$ cat src/i2ct_pkg.sv
package i2ct_pkg;

   // ==================================================================
   // address byte layout
   localparam logic [3:0] ADDR_PREFIX   = 4'h9;   // fixed upper target bits 1001
   localparam logic [6:0] BCAST_ADDR    = 7'h47;  // broadcast target 1000111, write only
   localparam logic [7:0] GCALL_BYTE    = 8'h00;  // general-call address byte
   localparam logic [7:0] GCALL_RESET   = 8'h06;  // general-call software reset code
   localparam int         RW_BIT        = 0;      // direction bit position in address byte

   // ==================================================================
   // select pin strap codes for the low target address bits
   localparam logic [2:0] SEL_GND       = 3'h0;
   localparam logic [2:0] SEL_SUPPLY    = 3'h1;
   localparam logic [2:0] SEL_SDA       = 3'h2;
   localparam logic [2:0] SEL_SCL       = 3'h3;

   // ==================================================================
   // framing and reset values
   localparam logic [3:0]  BYTE_BITS    = 4'h8;   // data bits before the ninth clock
   localparam logic [3:0]  LAST_TX_BIT  = 4'h7;
   localparam int          SYNC_STAGES  = 2;
   localparam int          FRAME_CLOCKS = 36;     // scl cycles of one full write
   localparam logic [7:0]  ADDR_RST     = 8'h00;
   localparam logic [15:0] DATA_RST     = 16'h0000;
   localparam logic [6:0]  TADDR_RST    = 7'h48;  // prefix with select bits 000

   // ==================================================================
   // types
   typedef enum logic [2:0] {
      ST_IDLE, ST_RX, ST_ACK, ST_TX, ST_TXACK
   } i2ct_state_t;

   typedef enum logic [2:0] {
      PH_ADDR, PH_CMD, PH_DHI, PH_DLO, PH_APPLY, PH_GCALL, PH_GCRST, PH_READ
   } i2ct_phase_t;

   typedef struct packed {
      logic       scl;
      logic       sda;
      logic       sel;
   } i2ct_pins_t;

   typedef struct packed {
      logic       not_scl;   // select pin differed from scl at some sample
      logic       not_sda;   // select pin differed from sda at some sample
      logic       seen_lo;   // select pin seen low
   } i2ct_selflags_t;

endpackage : i2ct_pkg

$ cat src/i2ct_sync.sv
`timescale 1ns/1ps

// two-stage synchroniser for the asynchronous bus and strap pins
module i2ct_sync #(
   parameter int W = 3
) (
   // clock and reset
   input  wire logic         clk,
   input  wire logic         rst,
   // asynchronous in, synchronised out
   input  wire logic [W-1:0] d,
   output logic [W-1:0]      q
);

   logic [W-1:0] meta_q;

   // ==================================================================
   // first stage feeds only the second; idle bus level is high
   always_ff @(posedge clk) begin
      if (rst) begin
         meta_q <= '1;
         q      <= '1;
      end else begin
         meta_q <= d;
         q      <= meta_q;
      end
   end

endmodule : i2ct_sync

$ cat src/i2ct_target.sv
`timescale 1ns/1ps

module i2ct_target (
   // clock and reset
   input  wire logic        MCLK,
   input  wire logic        RST,
   // bus pins, open drain: enable high pulls the line low
   input  wire logic        SCL_I,
   input  wire logic        SDA_I,
   output logic             SDA_O,
   output logic             SDA_OE,
   // strap pin for the low address bits
   input  wire logic        ADDRESS_SELECT_PIN,
   // register side
   output logic [7:0]       REG_ADDR,
   output logic             REG_WR,
   output logic [15:0]      REG_WDATA,
   output logic             REG_RD,
   input  wire logic [15:0] REG_RDATA,
   // status
   output logic [6:0]       TARGET_ADDR,
   output logic             SW_RESET
);

   i2ct_pkg::i2ct_pins_t    pins_s;
   logic                    scl_d_q;
   logic                    sda_d_q;
   i2ct_pkg::i2ct_state_t   state_q;
   i2ct_pkg::i2ct_phase_t   phase_q;
   i2ct_pkg::i2ct_phase_t   phase_d;
   i2ct_pkg::i2ct_selflags_t flags_q;
   logic [3:0]              cnt_q;
   logic [7:0]              sh_q;
   logic [7:0]              tx_q;
   logic [7:0]              dhi_q;
   logic [7:0]              rdlo_q;
   logic                    lo_sent_q;
   logic                    ack_d;
   logic [2:0]              sel_d;
   logic [6:0]              own_addr;
   logic                    scl_rise;
   logic                    scl_fall;
   logic                    start_ev;
   logic                    stop_ev;

   // low address bits from what the select pin followed during the byte
   function automatic logic [2:0] sel_decode(input i2ct_pkg::i2ct_selflags_t f);
      if (!f.not_scl)
         return i2ct_pkg::SEL_SCL;
      else if (!f.not_sda)
         return i2ct_pkg::SEL_SDA;
      else if (!f.seen_lo)
         return i2ct_pkg::SEL_SUPPLY;
      else
         return i2ct_pkg::SEL_GND;
   endfunction : sel_decode

   // ==================================================================
   // pin synchronisation and bus events
   i2ct_sync #(
      .W ($bits(i2ct_pkg::i2ct_pins_t))
   ) u_sync (
      .clk (MCLK),
      .rst (RST),
      .d   ({SCL_I, SDA_I, ADDRESS_SELECT_PIN}),
      .q   (pins_s)
   );

   // delayed copies for edge detection, taken from the settled stage
   always_ff @(posedge MCLK) begin
      if (RST) begin
         scl_d_q <= 1'b1;
         sda_d_q <= 1'b1;
      end else begin
         scl_d_q <= pins_s.scl;
         sda_d_q <= pins_s.sda;
      end
   end

   assign scl_rise = pins_s.scl & ~scl_d_q;
   assign scl_fall = ~pins_s.scl & scl_d_q;
   assign start_ev = pins_s.scl & scl_d_q & sda_d_q & ~pins_s.sda;
   assign stop_ev  = pins_s.scl & scl_d_q & ~sda_d_q & pins_s.sda;

   // ==================================================================
   // select pin observation over the address byte
   // comparing the pin against both bus lines tells a strap to sda or scl
   // from a fixed level; the fixed 1001 prefix guarantees sda toggles
   always_ff @(posedge MCLK) begin
      if (RST) begin
         flags_q <= '0;
      end else if (start_ev) begin
         flags_q <= '0;
      end else if (state_q == i2ct_pkg::ST_RX && phase_q == i2ct_pkg::PH_ADDR) begin
         if (pins_s.sel != pins_s.scl)
            flags_q.not_scl <= 1'b1;
         if (pins_s.sel != pins_s.sda)
            flags_q.not_sda <= 1'b1;
         if (!pins_s.sel)
            flags_q.seen_lo <= 1'b1;
      end
   end

   assign sel_d    = sel_decode(flags_q);
   assign own_addr = {i2ct_pkg::ADDR_PREFIX, sel_d};

   // ==================================================================
   // byte decision at the end of the eighth bit
   always_comb begin
      ack_d   = 1'b0;
      phase_d = i2ct_pkg::PH_ADDR;
      unique case (phase_q)
         i2ct_pkg::PH_ADDR: begin
            // seven-bit compare only; ten-bit headers never match
            if (sh_q[7:1] == own_addr && sh_q[i2ct_pkg::RW_BIT]) begin
               ack_d   = 1'b1;
               phase_d = i2ct_pkg::PH_READ;
            end else if ((sh_q[7:1] == own_addr || sh_q[7:1] == i2ct_pkg::BCAST_ADDR)
                         && !sh_q[i2ct_pkg::RW_BIT]) begin
               ack_d   = 1'b1;
               phase_d = i2ct_pkg::PH_CMD;
            end else if (sh_q == i2ct_pkg::GCALL_BYTE) begin
               ack_d   = 1'b1;
               phase_d = i2ct_pkg::PH_GCALL;
            end
         end
         i2ct_pkg::PH_CMD: begin
            ack_d   = 1'b1;
            phase_d = i2ct_pkg::PH_DHI;
         end
         i2ct_pkg::PH_DHI: begin
            ack_d   = 1'b1;
            phase_d = i2ct_pkg::PH_DLO;
         end
         i2ct_pkg::PH_DLO: begin
            ack_d   = 1'b1;
            phase_d = i2ct_pkg::PH_APPLY;
         end
         i2ct_pkg::PH_GCALL: begin
            ack_d   = (sh_q == i2ct_pkg::GCALL_RESET);
            phase_d = i2ct_pkg::PH_GCRST;
         end
         // bytes beyond a complete write or reset are refused
         default: begin
            ack_d   = 1'b0;
            phase_d = i2ct_pkg::PH_ADDR;
         end
      endcase
   end

   // ==================================================================
   // transfer sequencer
   always_ff @(posedge MCLK) begin
      if (RST) begin
         state_q   <= i2ct_pkg::ST_IDLE;
         phase_q   <= i2ct_pkg::PH_ADDR;
         cnt_q     <= 4'h0;
         sh_q      <= 8'h00;
         tx_q      <= 8'h00;
         dhi_q     <= 8'h00;
         rdlo_q    <= 8'h00;
         lo_sent_q <= 1'b0;
         SDA_OE    <= 1'b0;
         REG_ADDR  <= i2ct_pkg::ADDR_RST;
         REG_WDATA <= i2ct_pkg::DATA_RST;
         TARGET_ADDR <= i2ct_pkg::TADDR_RST;
         REG_WR    <= 1'b0;
         REG_RD    <= 1'b0;
         SW_RESET  <= 1'b0;
      end else begin
         REG_WR   <= 1'b0;
         REG_RD   <= 1'b0;
         SW_RESET <= 1'b0;
         if (stop_ev) begin
            state_q <= i2ct_pkg::ST_IDLE;
            SDA_OE  <= 1'b0;
         end else if (start_ev) begin
            state_q <= i2ct_pkg::ST_RX;
            phase_q <= i2ct_pkg::PH_ADDR;
            cnt_q   <= 4'h0;
            SDA_OE  <= 1'b0;
         end else begin
            unique case (state_q)
               i2ct_pkg::ST_IDLE: begin
                  SDA_OE <= 1'b0;
               end
               i2ct_pkg::ST_RX: begin
                  if (scl_rise) begin
                     sh_q  <= {sh_q[6:0], pins_s.sda};
                     cnt_q <= cnt_q + 4'h1;
                  end else if (scl_fall && cnt_q == i2ct_pkg::BYTE_BITS) begin
                     cnt_q   <= 4'h0;
                     phase_q <= phase_d;
                     if (phase_q == i2ct_pkg::PH_ADDR)
                        TARGET_ADDR <= own_addr;
                     if (phase_q == i2ct_pkg::PH_CMD)
                        REG_ADDR <= sh_q;
                     if (phase_q == i2ct_pkg::PH_DHI)
                        dhi_q <= sh_q;
                     if (phase_q == i2ct_pkg::PH_DLO)
                        rdlo_q <= sh_q;
                     // refused bytes leave sda released until start or stop
                     SDA_OE  <= ack_d;
                     state_q <= ack_d ? i2ct_pkg::ST_ACK : i2ct_pkg::ST_IDLE;
                  end
               end
               i2ct_pkg::ST_ACK: begin
                  if (scl_rise) begin
                     if (phase_q == i2ct_pkg::PH_GCRST)
                        SW_RESET <= 1'b1;
                     if (phase_q == i2ct_pkg::PH_READ)
                        REG_RD <= 1'b1;
                  end else if (scl_fall) begin
                     if (phase_q == i2ct_pkg::PH_READ) begin
                        // data is captured once, so both bytes come from one value
                        rdlo_q    <= REG_RDATA[7:0];
                        tx_q      <= REG_RDATA[15:8];
                        SDA_OE    <= ~REG_RDATA[15];
                        lo_sent_q <= 1'b0;
                        state_q   <= i2ct_pkg::ST_TX;
                     end else begin
                        SDA_OE  <= 1'b0;
                        state_q <= i2ct_pkg::ST_RX;
                     end
                     if (phase_q == i2ct_pkg::PH_APPLY) begin
                        // one update per full frame bounds the output rate
                        REG_WR    <= 1'b1;
                        REG_WDATA <= {dhi_q, rdlo_q};
                     end
                  end
               end
               i2ct_pkg::ST_TX: begin
                  if (scl_fall) begin
                     if (cnt_q == i2ct_pkg::LAST_TX_BIT) begin
                        cnt_q   <= 4'h0;
                        SDA_OE  <= 1'b0;
                        state_q <= i2ct_pkg::ST_TXACK;
                     end else begin
                        cnt_q  <= cnt_q + 4'h1;
                        tx_q   <= {tx_q[6:0], 1'b0};
                        SDA_OE <= ~tx_q[6];
                     end
                  end
               end
               i2ct_pkg::ST_TXACK: begin
                  // a nack or the end of the low byte closes the read
                  if (scl_rise) begin
                     if (pins_s.sda || lo_sent_q)
                        state_q <= i2ct_pkg::ST_IDLE;
                  end else if (scl_fall) begin
                     tx_q      <= rdlo_q;
                     SDA_OE    <= ~rdlo_q[7];
                     lo_sent_q <= 1'b1;
                     state_q   <= i2ct_pkg::ST_TX;
                  end
               end
               default: begin
                  state_q <= i2ct_pkg::ST_IDLE;
                  SDA_OE  <= 1'b0;
               end
            endcase
         end
      end
   end

   // ==================================================================
   // open-drain data level is always low; only the enable moves
   always_ff @(posedge MCLK) begin
      SDA_O <= 1'b0;
   end

endmodule : i2ct_target

$ cat config.mk
export PLATFORM = sky130hd
export DESIGN_NAME = i2ct_target
export DESIGN_NICKNAME = d
export VERILOG_FILES = /design/src/i2ct_pkg.sv /design/src/i2ct_sync.sv /design/src/i2ct_target.sv
export SDC_FILE = /design/constraint.sdc
export NUM_CORES = 1
export LEC_CHECK = 0
export ABC_AREA = 1
export BUFFER_PORTS_ARGS = -buffer_cell sky130_fd_sc_hd__buf_2
export CELL_PAD_IN_SITES_DETAIL_PLACEMENT = 1
export CELL_PAD_IN_SITES_GLOBAL_PLACEMENT = 2
export CORE_ASPECT_RATIO = 1.2
export CORE_MARGIN = 2
export CORE_UTILIZATION = 32
export DETAILED_ROUTE_END_ITERATION = 12
export PLACE_DENSITY = 0.77
export SETUP_SLACK_MARGIN = 0.5
export SLEW_MARGIN = 10
export SYNTH_ARGS = -nofsm -noshare
export SYNTH_HDL_FRONTEND = slang
export SYNTH_HIERARCHICAL = 1
export SYNTH_SLANG_ARGS = --single-unit
$ cat constraint.sdc
create_clock -name MCLK -period 2.6 [get_ports MCLK]
set_clock_uncertainty 0.2 [all_clocks]
set_input_delay 0.26 -clock MCLK [delete_from_list [all_inputs] [get_ports MCLK]]
set_output_delay 0.26 -clock MCLK [all_outputs]
set_load 0.02 [all_outputs]
==> flow_summary.json, run 1 <==
{
  "ys_warn_count": 6,
  "path_delay_family": "simple AND/OR/NAND/NOR gates",
  "hold_start": "REG_RDATA[11]",
  "cts.sinks": 83,
  "slowest_delay_ns": 0.37,
  "multi_input_comb_area_sq_mm": 0.00192,
  "antenna_found_initial": 0,
  "regToRegSetupSlack_ns": 0.57,
  "reg2reg_depth": 9,
  "fmax_mhz": 493,
  "comb_power_share_pct": 28.0,
  "clock_path_buffers": 2,
  "async_flop_share_pct": 0,
  "dr.pass1.iters": 4,
  "p_seq_share_pct": 38.2,
  "netlist_top_cells_area": "dfxtp_1 (44%), nor2_1 (9.4%), nand2_1 (8.6%)",
  "ant_nets": 0,
  "synth_edf_count": 0,
  "track_usage_pct": 18.7,
  "clk_latency_ns": 0.35,
  "grt_pass1_vias": 3772,
  "period_needed_ns": 2.03,
  "cts-root-buf": "clkbuf_16",
  "power_frac_clock_pct": 33.8,
  "drc": 0,
  "fill_cells": 1512,
  "syn_inst": 534,
  "power_density_mw_per_mm2": 810,
  "finalMaxSlewViolations": 0,
  "cp.arrival_ns": 2.09,
  "r2r_end": "REG_ADDR[6]$_SDFFE_PP0P_",
  "synth-seq-cells": 83,
  "layout.cells.non_filler": 766,
  "core_area_sq_mm": 0.0116,
  "min_delay_worst_endpoint": "tx_q[3]$_SDFFE_PP0P_",
  "timing.setup.tns_ns": 0,
  "ys_seq_area_share_pct": 43.5,
  "gp_congestion": 0.840,
  "critical_path_class": "flip-flop to flip-flop",
  "drt_iter0_drc": 132,
  "crit_chain": "ha_2, nand3b_1, nand2_2, inv_2, nand3_4, nor4_4, buf_6, nor2_1, a211oi_1",
  "grt_max_degree": 44,
  "synth_top_area_cell": "dfxtp_1",
  "dpl.cell_count": 734,
  "dieArea_sq_mm": 0.0128,
  "utilization_pct": 41.2,
  "cp-start-kind": "flip-flop",
  "hold_depth": 5,
  "hold_viol": 0,
  "drv_cap": 0,
  "routedWlPerCell_um": 15.1,
  "vias": 3684,
  "slowest_stage": "nor4_4",
  "numCtsBuffers": 9,
  "rsz0062_at_grt": "true",
  "netlist_area_sq_mm": 0.00382,
  "pin_count": 57,
  "netSwitchingFraction_pct": 34.5,
  "synth_ff_type": "dfxtp_1",
  "crit_path_end_kind": "flip-flop",
  "ir_worst_vdd_mv": 0.338,
  "hpwl_um": 8670,
  "drt-total-wl_um": 11600,
  "setup_ws_ns": 0.571,
  "internal-power_mw": 2.54,
  "crit_start": "u_sync/q[2]$_SDFF_PP1_",
  "fp.dieW_um": 104,
  "grt_pass1_wl_um": 18900,
  "grt_overflow": 0,
  "cts_tree": "built",
  "initial_core_util_pct": 32.9,
  "drive_gt1_share_pct": 23.2,
  "antenna_cells": 0,
  "syn2layout_area_growth_pct": 25.3,
  "h-tree-depth": 3,
  "finalNetCount": 630,
  "rows": 43,
  "reg2reg_from": "u_sync/q[2]$_SDFF_PP1_",
  "run_status": "completed",
  "numPortBuffers": 50,
  "routed_via_density": 4.81,
  "worst-path-max-fanout": 8,
  "synth_top_area_share_pct": 43.5,
  "hold_path_class": "input pin to flip-flop",
  "avgSynthCellArea_sq_um": 7.15,
  "worst-path-buf-inv": 2,
  "dp_slack_ns": 0.292,
  "regArea_sq_mm": 0.00167,
  "die_h_um": 124,
  "power.leakage_nw": 2.15,
  "clk_pin_slew_ns": 0.07,
  "switching_power_mw": 1.34,
  "setup_viol": 0,
  "ys_types": 42,
  "crit_required_ns": 2.66,
  "finalCritPeriodShare_pct": 78.0
}
[power by group through the flow]
stage	Combinational, mW	Sequential (mW)	Clock [mW]
final	1.08	1.48	1.31
after global routing	1.23	1.49	1.39
after CTS	1.03	1.47	1.35
after detailed placement	0.984	1.50	0
after global placement	0.964	1.50	0
after floorplan	0.747	1.48	0
[layout make-up]
| cell class | instances | area share [%] |
|---|---|---|
| Multi-Input combinational cell | 373 | 40.2 |
| Sequential cell | 83 | 34.8 |
| Timing Repair Buffer | 77 | 9.78 |
| Clock buffer | 10 | 4.79 |
| Inverter | 60 | 4.79 |
| Tap cell | 157 | 4.11 |
| Clock inverter | 6 | 1.54 |
[registers in the layout, summed over array words and instances, names as in the netlist, 4 cells and up]
signal and cells:
REG_ADDR 8, dhi_q 8, rdlo_q 8, cnt_q 4, sh_q 8, tx_q 7, REG_WDATA 16
[worst max-delay path by stage]
stage,cells past startpoint,slack (ns),endpoint
after floorplan,10,0.65,REG_ADDR[4]$_SDFFE_PP0P_
after global placement,8,0.24,dhi_q[3]$_SDFFE_PP0P_
after detailed placement,8,0.29,dhi_q[3]$_SDFFE_PP0P_
after CTS,8,0.51,REG_WDATA[15]$_SDFFE_PP0P_
after global routing,9,0.45,REG_ADDR[6]$_SDFFE_PP0P_
final,9,0.57,REG_ADDR[6]$_SDFFE_PP0P_
[layout by cell type (no fill, tap or decap), drive strengths merged, types with 6 or more instances in the layout]
cell type | synthesis | routed
a211oi | 9 | 9
o21ai | 63 | 63
nand3 | 19 | 19
dfxtp | 83 | 83
nand2 | 91 | 91
nor2 | 99 | 99
conb | 2 | 6
a21oi | 41 | 41
inv | 58 | 61
buf | 13 | 74
clkbuf | 9 | 10
nor3 | 16 | 16
[worst min-delay path: stages]
cell     delay [ns]
buf_2          0.08
a21oi_1        0.05
nand3_1        0.07
nand2_1        0.04
a21oi_1        0.09
[cells in the mapped netlist (2+ instances only)]
cell type / number
ha_1: 5
inv_2: 8
a21oi_1: 40
dfxtp_1: 83
buf_4: 7
a211oi_2: 2
clkbuf_1: 9
a211oi_1: 7
o21ai_1: 10
nand2_1: 87
nand2_4: 2
nor3_1: 13
conb_1: 2
o22ai_1: 3
nor3_2: 3
nand4_1: 5
or2_2: 2
inv_1: 50
nor2_1: 96
buf_2: 5
o21ai_0: 53
nand2_2: 2
a22o_1: 2
nor2_2: 3
nand3_1: 18
[routing by layer]
layer | global-route usage [%] | routed length (um)
met5 | 0 | 0
met4 | 7.01 | 170
met3 | 3.09 | 240
met2 | 33.7 | 5810
met1 | 22.7 | 5370
[through the flow]
stage	total power [mW]	hold WS (ns)	area (sq um)
2_1_floorplan	2.23	0.138	3830
3_3_place_gp	2.46	0.187	4240
3_5_place_dp	2.49	0.198	4240
4_1_cts	3.85	0.0838	4680
5_1_grt	4.12	0.115	4780
6_report	3.87	0.0873	4780
[kinds of logic (layout without fill, tap and decap cells)]
kind of cell	count (synthesis)	after routing	synth area share, %
and+or+nand+nor	238	238	27.6
AOI/OAI and AO/OA	123	123	17.7
DFF	83	83	43.5
buffers and inverters	82	153	9.14
adders and majority gates	5	5	1.64
other	2	6	0.197
xor gates and xnor gates	1	1	0.229
[repair_timing]
action,in CTS,in global routing
gates resized for setup,12,25
hold endpoints to repair,3,0
gates cloned,1,0
hold buffers,3,0
endpoints found under the setup margin,33,59
buffers inserted,9,3
pin swaps,5,1
(Power assumes the default switching activity.)
==> run 2, diff against run 1 <==
--- a/config.mk
+++ b/config.mk
@@ -11,9 +11,9 @@
 export CELL_PAD_IN_SITES_GLOBAL_PLACEMENT = 2
 export CORE_ASPECT_RATIO = 1.2
 export CORE_MARGIN = 2
-export CORE_UTILIZATION = 32
+export CORE_UTILIZATION = 29
 export DETAILED_ROUTE_END_ITERATION = 12
-export PLACE_DENSITY = 0.77
+export PLACE_DENSITY = 0.74
 export SETUP_SLACK_MARGIN = 0.5
 export SLEW_MARGIN = 10
 export SYNTH_ARGS = -nofsm -noshare
==> constraint.sdc (replaced) <==
create_clock -name MCLK -period 1.78 [get_ports MCLK]
set_clock_uncertainty 0.2 [all_clocks]
set_input_delay 0.178 -clock MCLK [delete_from_list [all_inputs] [get_ports MCLK]]
set_output_delay 0.178 -clock MCLK [all_outputs]
set_load 0.02 [all_outputs]
==> run 2 against run 1 <==
  * The run now ends with negative setup slack left
  * Combinational power grew 150%
  * Sequential share of layout area shrank 8.3 points
  * Cell count grew 12%
  * Setup slack lost 0.81 ns
  * Non-clock buffer count grew 87
  * Clock power grew 50%
  * Cell area grew 33%
  * Critical path depth is the same
  * Via count grew 12%
  * Core utilization grew 8.7 points
  * Die area grew 10%
==> flow_summary.json, run 2 (synthesis results as in run 1) <==
{
  "drt_iter0_drc": 148,
  "track_usage_pct": 20.4,
  "dr.pass1.iters": 4,
  "reg2reg_from": "u_sync/q[2]$_SDFF_PP1_",
  "regArea_sq_mm": 0.00169,
  "ant_nets": 0,
  "dpl.cell_count": 795,
  "regMostFlops": "REG_WDATA",
  "drv_cap": 0,
  "core_area_sq_mm": 0.0128,
  "utilization_pct": 49.9,
  "setup_ws_ns": -0.236,
  "reg2reg_depth": 9,
  "h-tree-depth": 3,
  "power.leakage_nw": 2.73,
  "grt_pass1_vias": 4335,
  "finalMaxSlewViolations": 0,
  "rows": 45,
  "period_needed_ns": 2.02,
  "fill_cells": 1533,
  "worst_pin_slew_ns": 0.668,
  "mostFrequentLayoutCell": "buf_4",
  "setup_viol": 69,
  "timing.setup.tns_ns": -10.27,
  "syn2layout_area_growth_pct": 66.9,
  "run_status": "finished with violations",
  "power_density_mw_per_mm2": 1070,
  "r2r_end": "REG_ADDR[7]$_SDFFE_PP0P_",
  "hold_start": "REG_RDATA[10]",
  "drt-total-wl_um": 14200,
  "regToRegSetupSlack_ns": -0.24,
  "clk_pin_slew_ns": 0.07,
  "routed_via_density": 4.79,
  "min_delay_worst_endpoint": "tx_q[2]$_SDFFE_PP0P_",
  "numCtsBuffers": 9,
  "antenna_cells": 0,
  "crit_required_ns": 1.85,
  "relSlewSlack_pct": 55.5,
  "finalNetCount": 717,
  "cp-start-kind": "flip-flop",
  "layout_common_cells": "buf_4 (76), dfxtp_1 (75), nor2_1 (74), nand2_1 (67), buf_2 (47)",
  "hpwl_um": 9250,
  "pin_count": 57,
  "ir_worst_vdd_mv": 0.597,
  "grt_overflow": 0,
  "hold_viol": 0,
  "fp.dieW_um": 109,
  "cts.sinks": 83,
  "grt_max_degree": 53,
  "routedWlPerCell_um": 16.5,
  "finalPower_mw": 6.83,
  "numPortBuffers": 50,
  "clock_path_buffers": 2,
  "drc": 0,
  "violations": "negative setup slack",
  "finalCritPeriodShare_pct": 113,
  "worst-path-max-fanout": 8,
  "critical_path_class": "flip-flop to flip-flop",
  "hold_depth": 5,
  "clk_latency_ns": 0.36,
  "largest_reg_flops": 16,
  "dieArea_sq_mm": 0.0141,
  "die_h_um": 130,
  "drive_gt1_share_pct": 48.1,
  "antenna_found_initial": 0,
  "grt_pass1_wl_um": 21900,
  "whs_ns": 0.00584,
  "hold_path_class": "input pin to flip-flop",
  "fmax_mhz": 496,
  "multi_input_comb_area_sq_mm": 0.00250,
  "layout.cells.non_filler": 860,
  "cp.arrival_ns": 2.08,
  "crit_path_end_kind": "flip-flop",
  "cts-root-buf": "clkbuf_16",
  "rsz0062_at_grt": "true",
  "initial_core_util_pct": 29.9,
  "gp_congestion": 0.856,
  "cts_tree": "built",
  "vias": 4120
}
run 2: layer usage:
layer / vias up / part of all wire [%] / wire [um] / track usage [%]
met3: 24 / 2.3 / 321 / 3.10
met2: 56 / 52 / 7380 / 35.2
li1: 2046 / - / - / -
met4: 0 / 2.8 / 391 / 11.2
met1: 1994 / 43 / 6060 / 24.1
met5: - / 0 / 0 / 0
run 2: layout make-up:
| type | count | share of cell area [%] |
|---|---|---|
| repair buffers | 164 | 22.0 |
| inverters | 60 | 4.30 |
| flip-flops and latches | 83 | 26.5 |
| multi-input cells | 373 | 39.3 |
| well taps | 164 | 3.22 |
| clock buffers | 10 | 3.59 |
| clock inverters | 6 | 1.16 |
run 2: timing repair:
item	CTS	global route
cloned	3	2
resized for setup	95	140
hold buffers	5	0
buffers inserted	24	15
endpoints found under the setup margin	75	78
pin swaps	22	40
endpoints found under the hold margin	8	0
run 2: worst max-delay path, cell delays in order, from the launching register on:
cell and delay [ns]:
dfxtp_4 0.37, inv_4 0.07, ha_4 0.14, nand4_1 0.17, buf_6 0.19, nor4_4 0.27, buf_4 0.18, buf_12 0.13
nor2_1 0.06, a211oi_2 0.15
run 2: worst max path at each step:
| stage | startpoint | end | slack [ns] | depth (start not counted) |
|---|---|---|---|---|
| floorplan | scl_d_q$_SDFF_PP1_ | REG_ADDR[4]$_SDFFE_PP0P_ | -0.07 | 10 |
| global placement | u_sync/q[2]$_SDFF_PP1_ | tx_q[0]$_SDFFE_PP0P_ | -0.21 | 10 |
| detailed placement | u_sync/q[2]$_SDFF_PP1_ | tx_q[0]$_SDFFE_PP0P_ | -0.28 | 10 |
| CTS | u_sync/q[2]$_SDFF_PP1_ | REG_ADDR[3]$_SDFFE_PP0P_ | -0.18 | 10 |
| global route | u_sync/q[2]$_SDFF_PP1_ | REG_ADDR[2]$_SDFFE_PP0P_ | -0.32 | 9 |
| finish | u_sync/q[2]$_SDFF_PP1_ | REG_ADDR[7]$_SDFFE_PP0P_ | -0.24 | 9 |
run 2: stage by stage:
step | instance area (sq um) | setup WS [ns]
6_report | 6370 | -0.236
5_1_grt | 6370 | -0.316
4_1_cts | 5780 | -0.180
3_5_place_dp | 4790 | -0.279
3_3_place_gp | 4790 | -0.207
2_1_floorplan | 3970 | -0.0749
run 2: where the power goes:
group,internal (mW),switching (mW)
Sequential,2.04,0.166
Combinational,1.18,1.47
Clock,1.11,0.852
Total,4.33,2.49
==> run 3, diff against run 2 <==
--- a/config.mk
+++ b/config.mk
@@ -13,8 +13,9 @@
 export CORE_MARGIN = 2
 export CORE_UTILIZATION = 29
 export DETAILED_ROUTE_END_ITERATION = 12
+export MAX_ROUTING_LAYER = met4
 export PLACE_DENSITY = 0.74
-export SETUP_SLACK_MARGIN = 0.5
+export SETUP_SLACK_MARGIN = 0.4
 export SLEW_MARGIN = 10
 export SYNTH_ARGS = -nofsm -noshare
 export SYNTH_HDL_FRONTEND = slang
==> run 3 against run 2 <==
  * The run still ends with negative setup slack left
  * Count of clock-buffer cells in the layout stayed put
  * Clock power is 5% higher
  * First-iteration DRC count rose by 41%
  * Combinational power is 5% higher
  * Maximum frequency rose by 0.15%
  * Die area is the same
  * Flip-flop and latch count did not move
  * Critical endpoint is now REG_ADDR[4]$_SDFFE_PP0P_
  * Largest power group unchanged
==> flow_summary.json, run 3 (synthesis results as in run 1) <==
{
  "hold_start": "REG_RDATA[10]",
  "grt_max_degree": 53,
  "period_needed_ns": 2.01,
  "fmax_mhz": 497,
  "numCtsBuffers": 9,
  "numPortBuffers": 50,
  "r2r_end": "REG_ADDR[4]$_SDFFE_PP0P_",
  "mostFrequentLayoutCell": "dfxtp_1",
  "antenna_found_initial": 0,
  "drt_iter0_drc": 208,
  "dieArea_sq_mm": 0.0141,
  "power.leakage_nw": 2.81,
  "pin_count": 57,
  "dp_slack_ns": -0.285,
  "cts-root-buf": "clkbuf_16",
  "regMostFlops": "REG_WDATA",
  "dr.pass1.iters": 4,
  "finalPower_mw": 7.07,
  "setup_ws_ns": -0.233,
  "violations": "negative setup slack",
  "grt_pass1_wl_um": 22800,
  "routedWlPerCell_um": 17.3,
  "setup_viol": 71,
  "rsz0062_at_grt": "true",
  "finalMaxSlewViolations": 0,
  "antenna_cells": 0,
  "vias": 4195,
  "die_h_um": 130,
  "regToRegSetupSlack_ns": -0.23,
  "layout_common_cells": "dfxtp_1 (76), buf_4 (75), nor2_1 (62), nand2_1 (62), buf_2 (50)",
  "hold_path_class": "input pin to flip-flop",
  "ir_worst_vdd_mv": 0.448,
  "cp-start-kind": "flip-flop",
  "drt-total-wl_um": 15100,
  "drive_gt1_share_pct": 53.3,
  "cts.sinks": 83,
  "routed_via_density": 4.83,
  "min_delay_worst_endpoint": "tx_q[2]$_SDFFE_PP0P_",
  "dpl_cell_area_sq_mm": 0.00480,
  "initial_core_util_pct": 29.9,
  "clk_pin_slew_ns": 0.07,
  "track_usage_pct": 21.8,
  "grt_overflow": 0,
  "hold_viol": 0,
  "drc": 0,
  "reg2reg_from": "cnt_q[0]$_SDFFE_PP0P_",
  "ant_nets": 0,
  "fill_cells": 1498,
  "finalNetCount": 726,
  "whs_ns": 0.00611,
  "hpwl_um": 9420,
  "gp_congestion": 0.881,
  "largest_reg_flops": 16,
  "worst-path-max-fanout": 7,
  "hold_depth": 5,
  "relSlewSlack_pct": 50.0,
  "reg2reg_depth": 9,
  "run_status": "finished with violations",
  "cp.arrival_ns": 2.09,
  "finalCritPeriodShare_pct": 113,
  "crit_required_ns": 1.85,
  "h-tree-depth": 3,
  "drv_cap": 0,
  "worst_pin_slew_ns": 0.750,
  "syn2layout_area_growth_pct": 74.0,
  "clock_path_buffers": 2,
  "core_area_sq_mm": 0.0128,
  "critical_path_class": "flip-flop to flip-flop",
  "crit_path_end_kind": "flip-flop",
  "rows": 45,
  "clk_latency_ns": 0.35,
  "cts_tree": "built",
  "fin_area_sq_mm": 0.00664,
  "power_density_mw_per_mm2": 1060,
  "grt_pass1_vias": 4438,
  "fp.dieW_um": 109
}
[run 3: changes by cell type in the layout (fill, tap and decap cells not counted), moves of 4 or more]
| cell | delta |
|---|---|
| o21ai_1 | -14 |
| nor2_1 | -12 |
| o21ai_2 | +10 |
| a21oi_2 | +9 |
| nor2_4 | +9 |
| buf_6 | +8 |
| a21oi_1 | -7 |
| nand2_4 | +6 |
| nand2_1 | -5 |
| o21ai_0 | +4 |
[run 3: routing by layer]
layer / vias to the layer above / GRT usage [%] / wire [um] / share of wire (%)
met5: - / - / 0 / 0
met4: 0 / 6.11 / 249 / 1.7
met3: 18 / 3.45 / 398 / 2.6
met2: 65 / 38.6 / 8080 / 54
met1: 2040 / 25.5 / 6330 / 42
li1: 2072 / - / - / -
[run 3: worst max-delay path, stage by stage, from the launching register on]
cell and delay (ns):
dfxtp_4 0.36, inv_4 0.07, ha_4 0.13, nand4_1 0.15
buf_4 0.21, nor4_4 0.34, buf_12 0.17, buf_8 0.13
nor2_4 0.04, a211oi_2 0.14
[run 3: worst max path at each step]
stage,start,to,cells after the start
floorplan,scl_d_q$_SDFF_PP1_,REG_ADDR[4]$_SDFFE_PP0P_,10
global placement,u_sync/q[2]$_SDFF_PP1_,dhi_q[6]$_SDFFE_PP0P_,8
detailed placement,u_sync/q[2]$_SDFF_PP1_,dhi_q[6]$_SDFFE_PP0P_,7
CTS,u_sync/q[2]$_SDFF_PP1_,REG_ADDR[2]$_SDFFE_PP0P_,9
global route,scl_d_q$_SDFF_PP1_,REG_ADDR[4]$_SDFFE_PP0P_,10
finish,cnt_q[0]$_SDFFE_PP0P_,REG_ADDR[4]$_SDFFE_PP0P_,9
[run 3: final cells by class]
| cell class | count | area (sq um) | share of cell area [%] |
|---|---|---|---|
| tap | 164 | 205 | 3.09 |
| clock buffer | 10 | 229 | 3.45 |
| timing repair buffer | 173 | 1460 | 22.0 |
| multi-input combinational | 373 | 2690 | 40.5 |
| clock inverter | 6 | 88.8 | 1.34 |
| sequential | 83 | 1690 | 25.4 |
| inverter | 60 | 279 | 4.20 |
[run 3: timing repair]
item / CTS / global route
buffers inserted: 33 / 12
hold buffers: 6 / 0
gates resized for setup: 227 / 68
gates cloned: 5 / 0
hold endpoints to repair: 9 / 0
pin swaps: 52 / 46
endpoints found under the setup margin: 75 / 75
[run 3: where the power goes]
part | switching [mW] | leakage, nW | internal [mW]
logic | 1.58 | 1.98 | 1.20
registers | 0.180 | 0.675 | 2.04
clock network | 0.827 | 0.154 | 1.24
total | 2.59 | 2.81 | 4.48
[run 3: through the flow]
step	instances	setup TNS (ns)	util (%)
4_1_cts	857	-6.52	49.3
5_1_grt	869	-16.57	52.0
3_3_place_gp	797	-5.88	37.6
6_report	869	-9.76	52.0
3_5_place_dp	797	-9.92	37.6
2_1_floorplan	538	-1.28	-
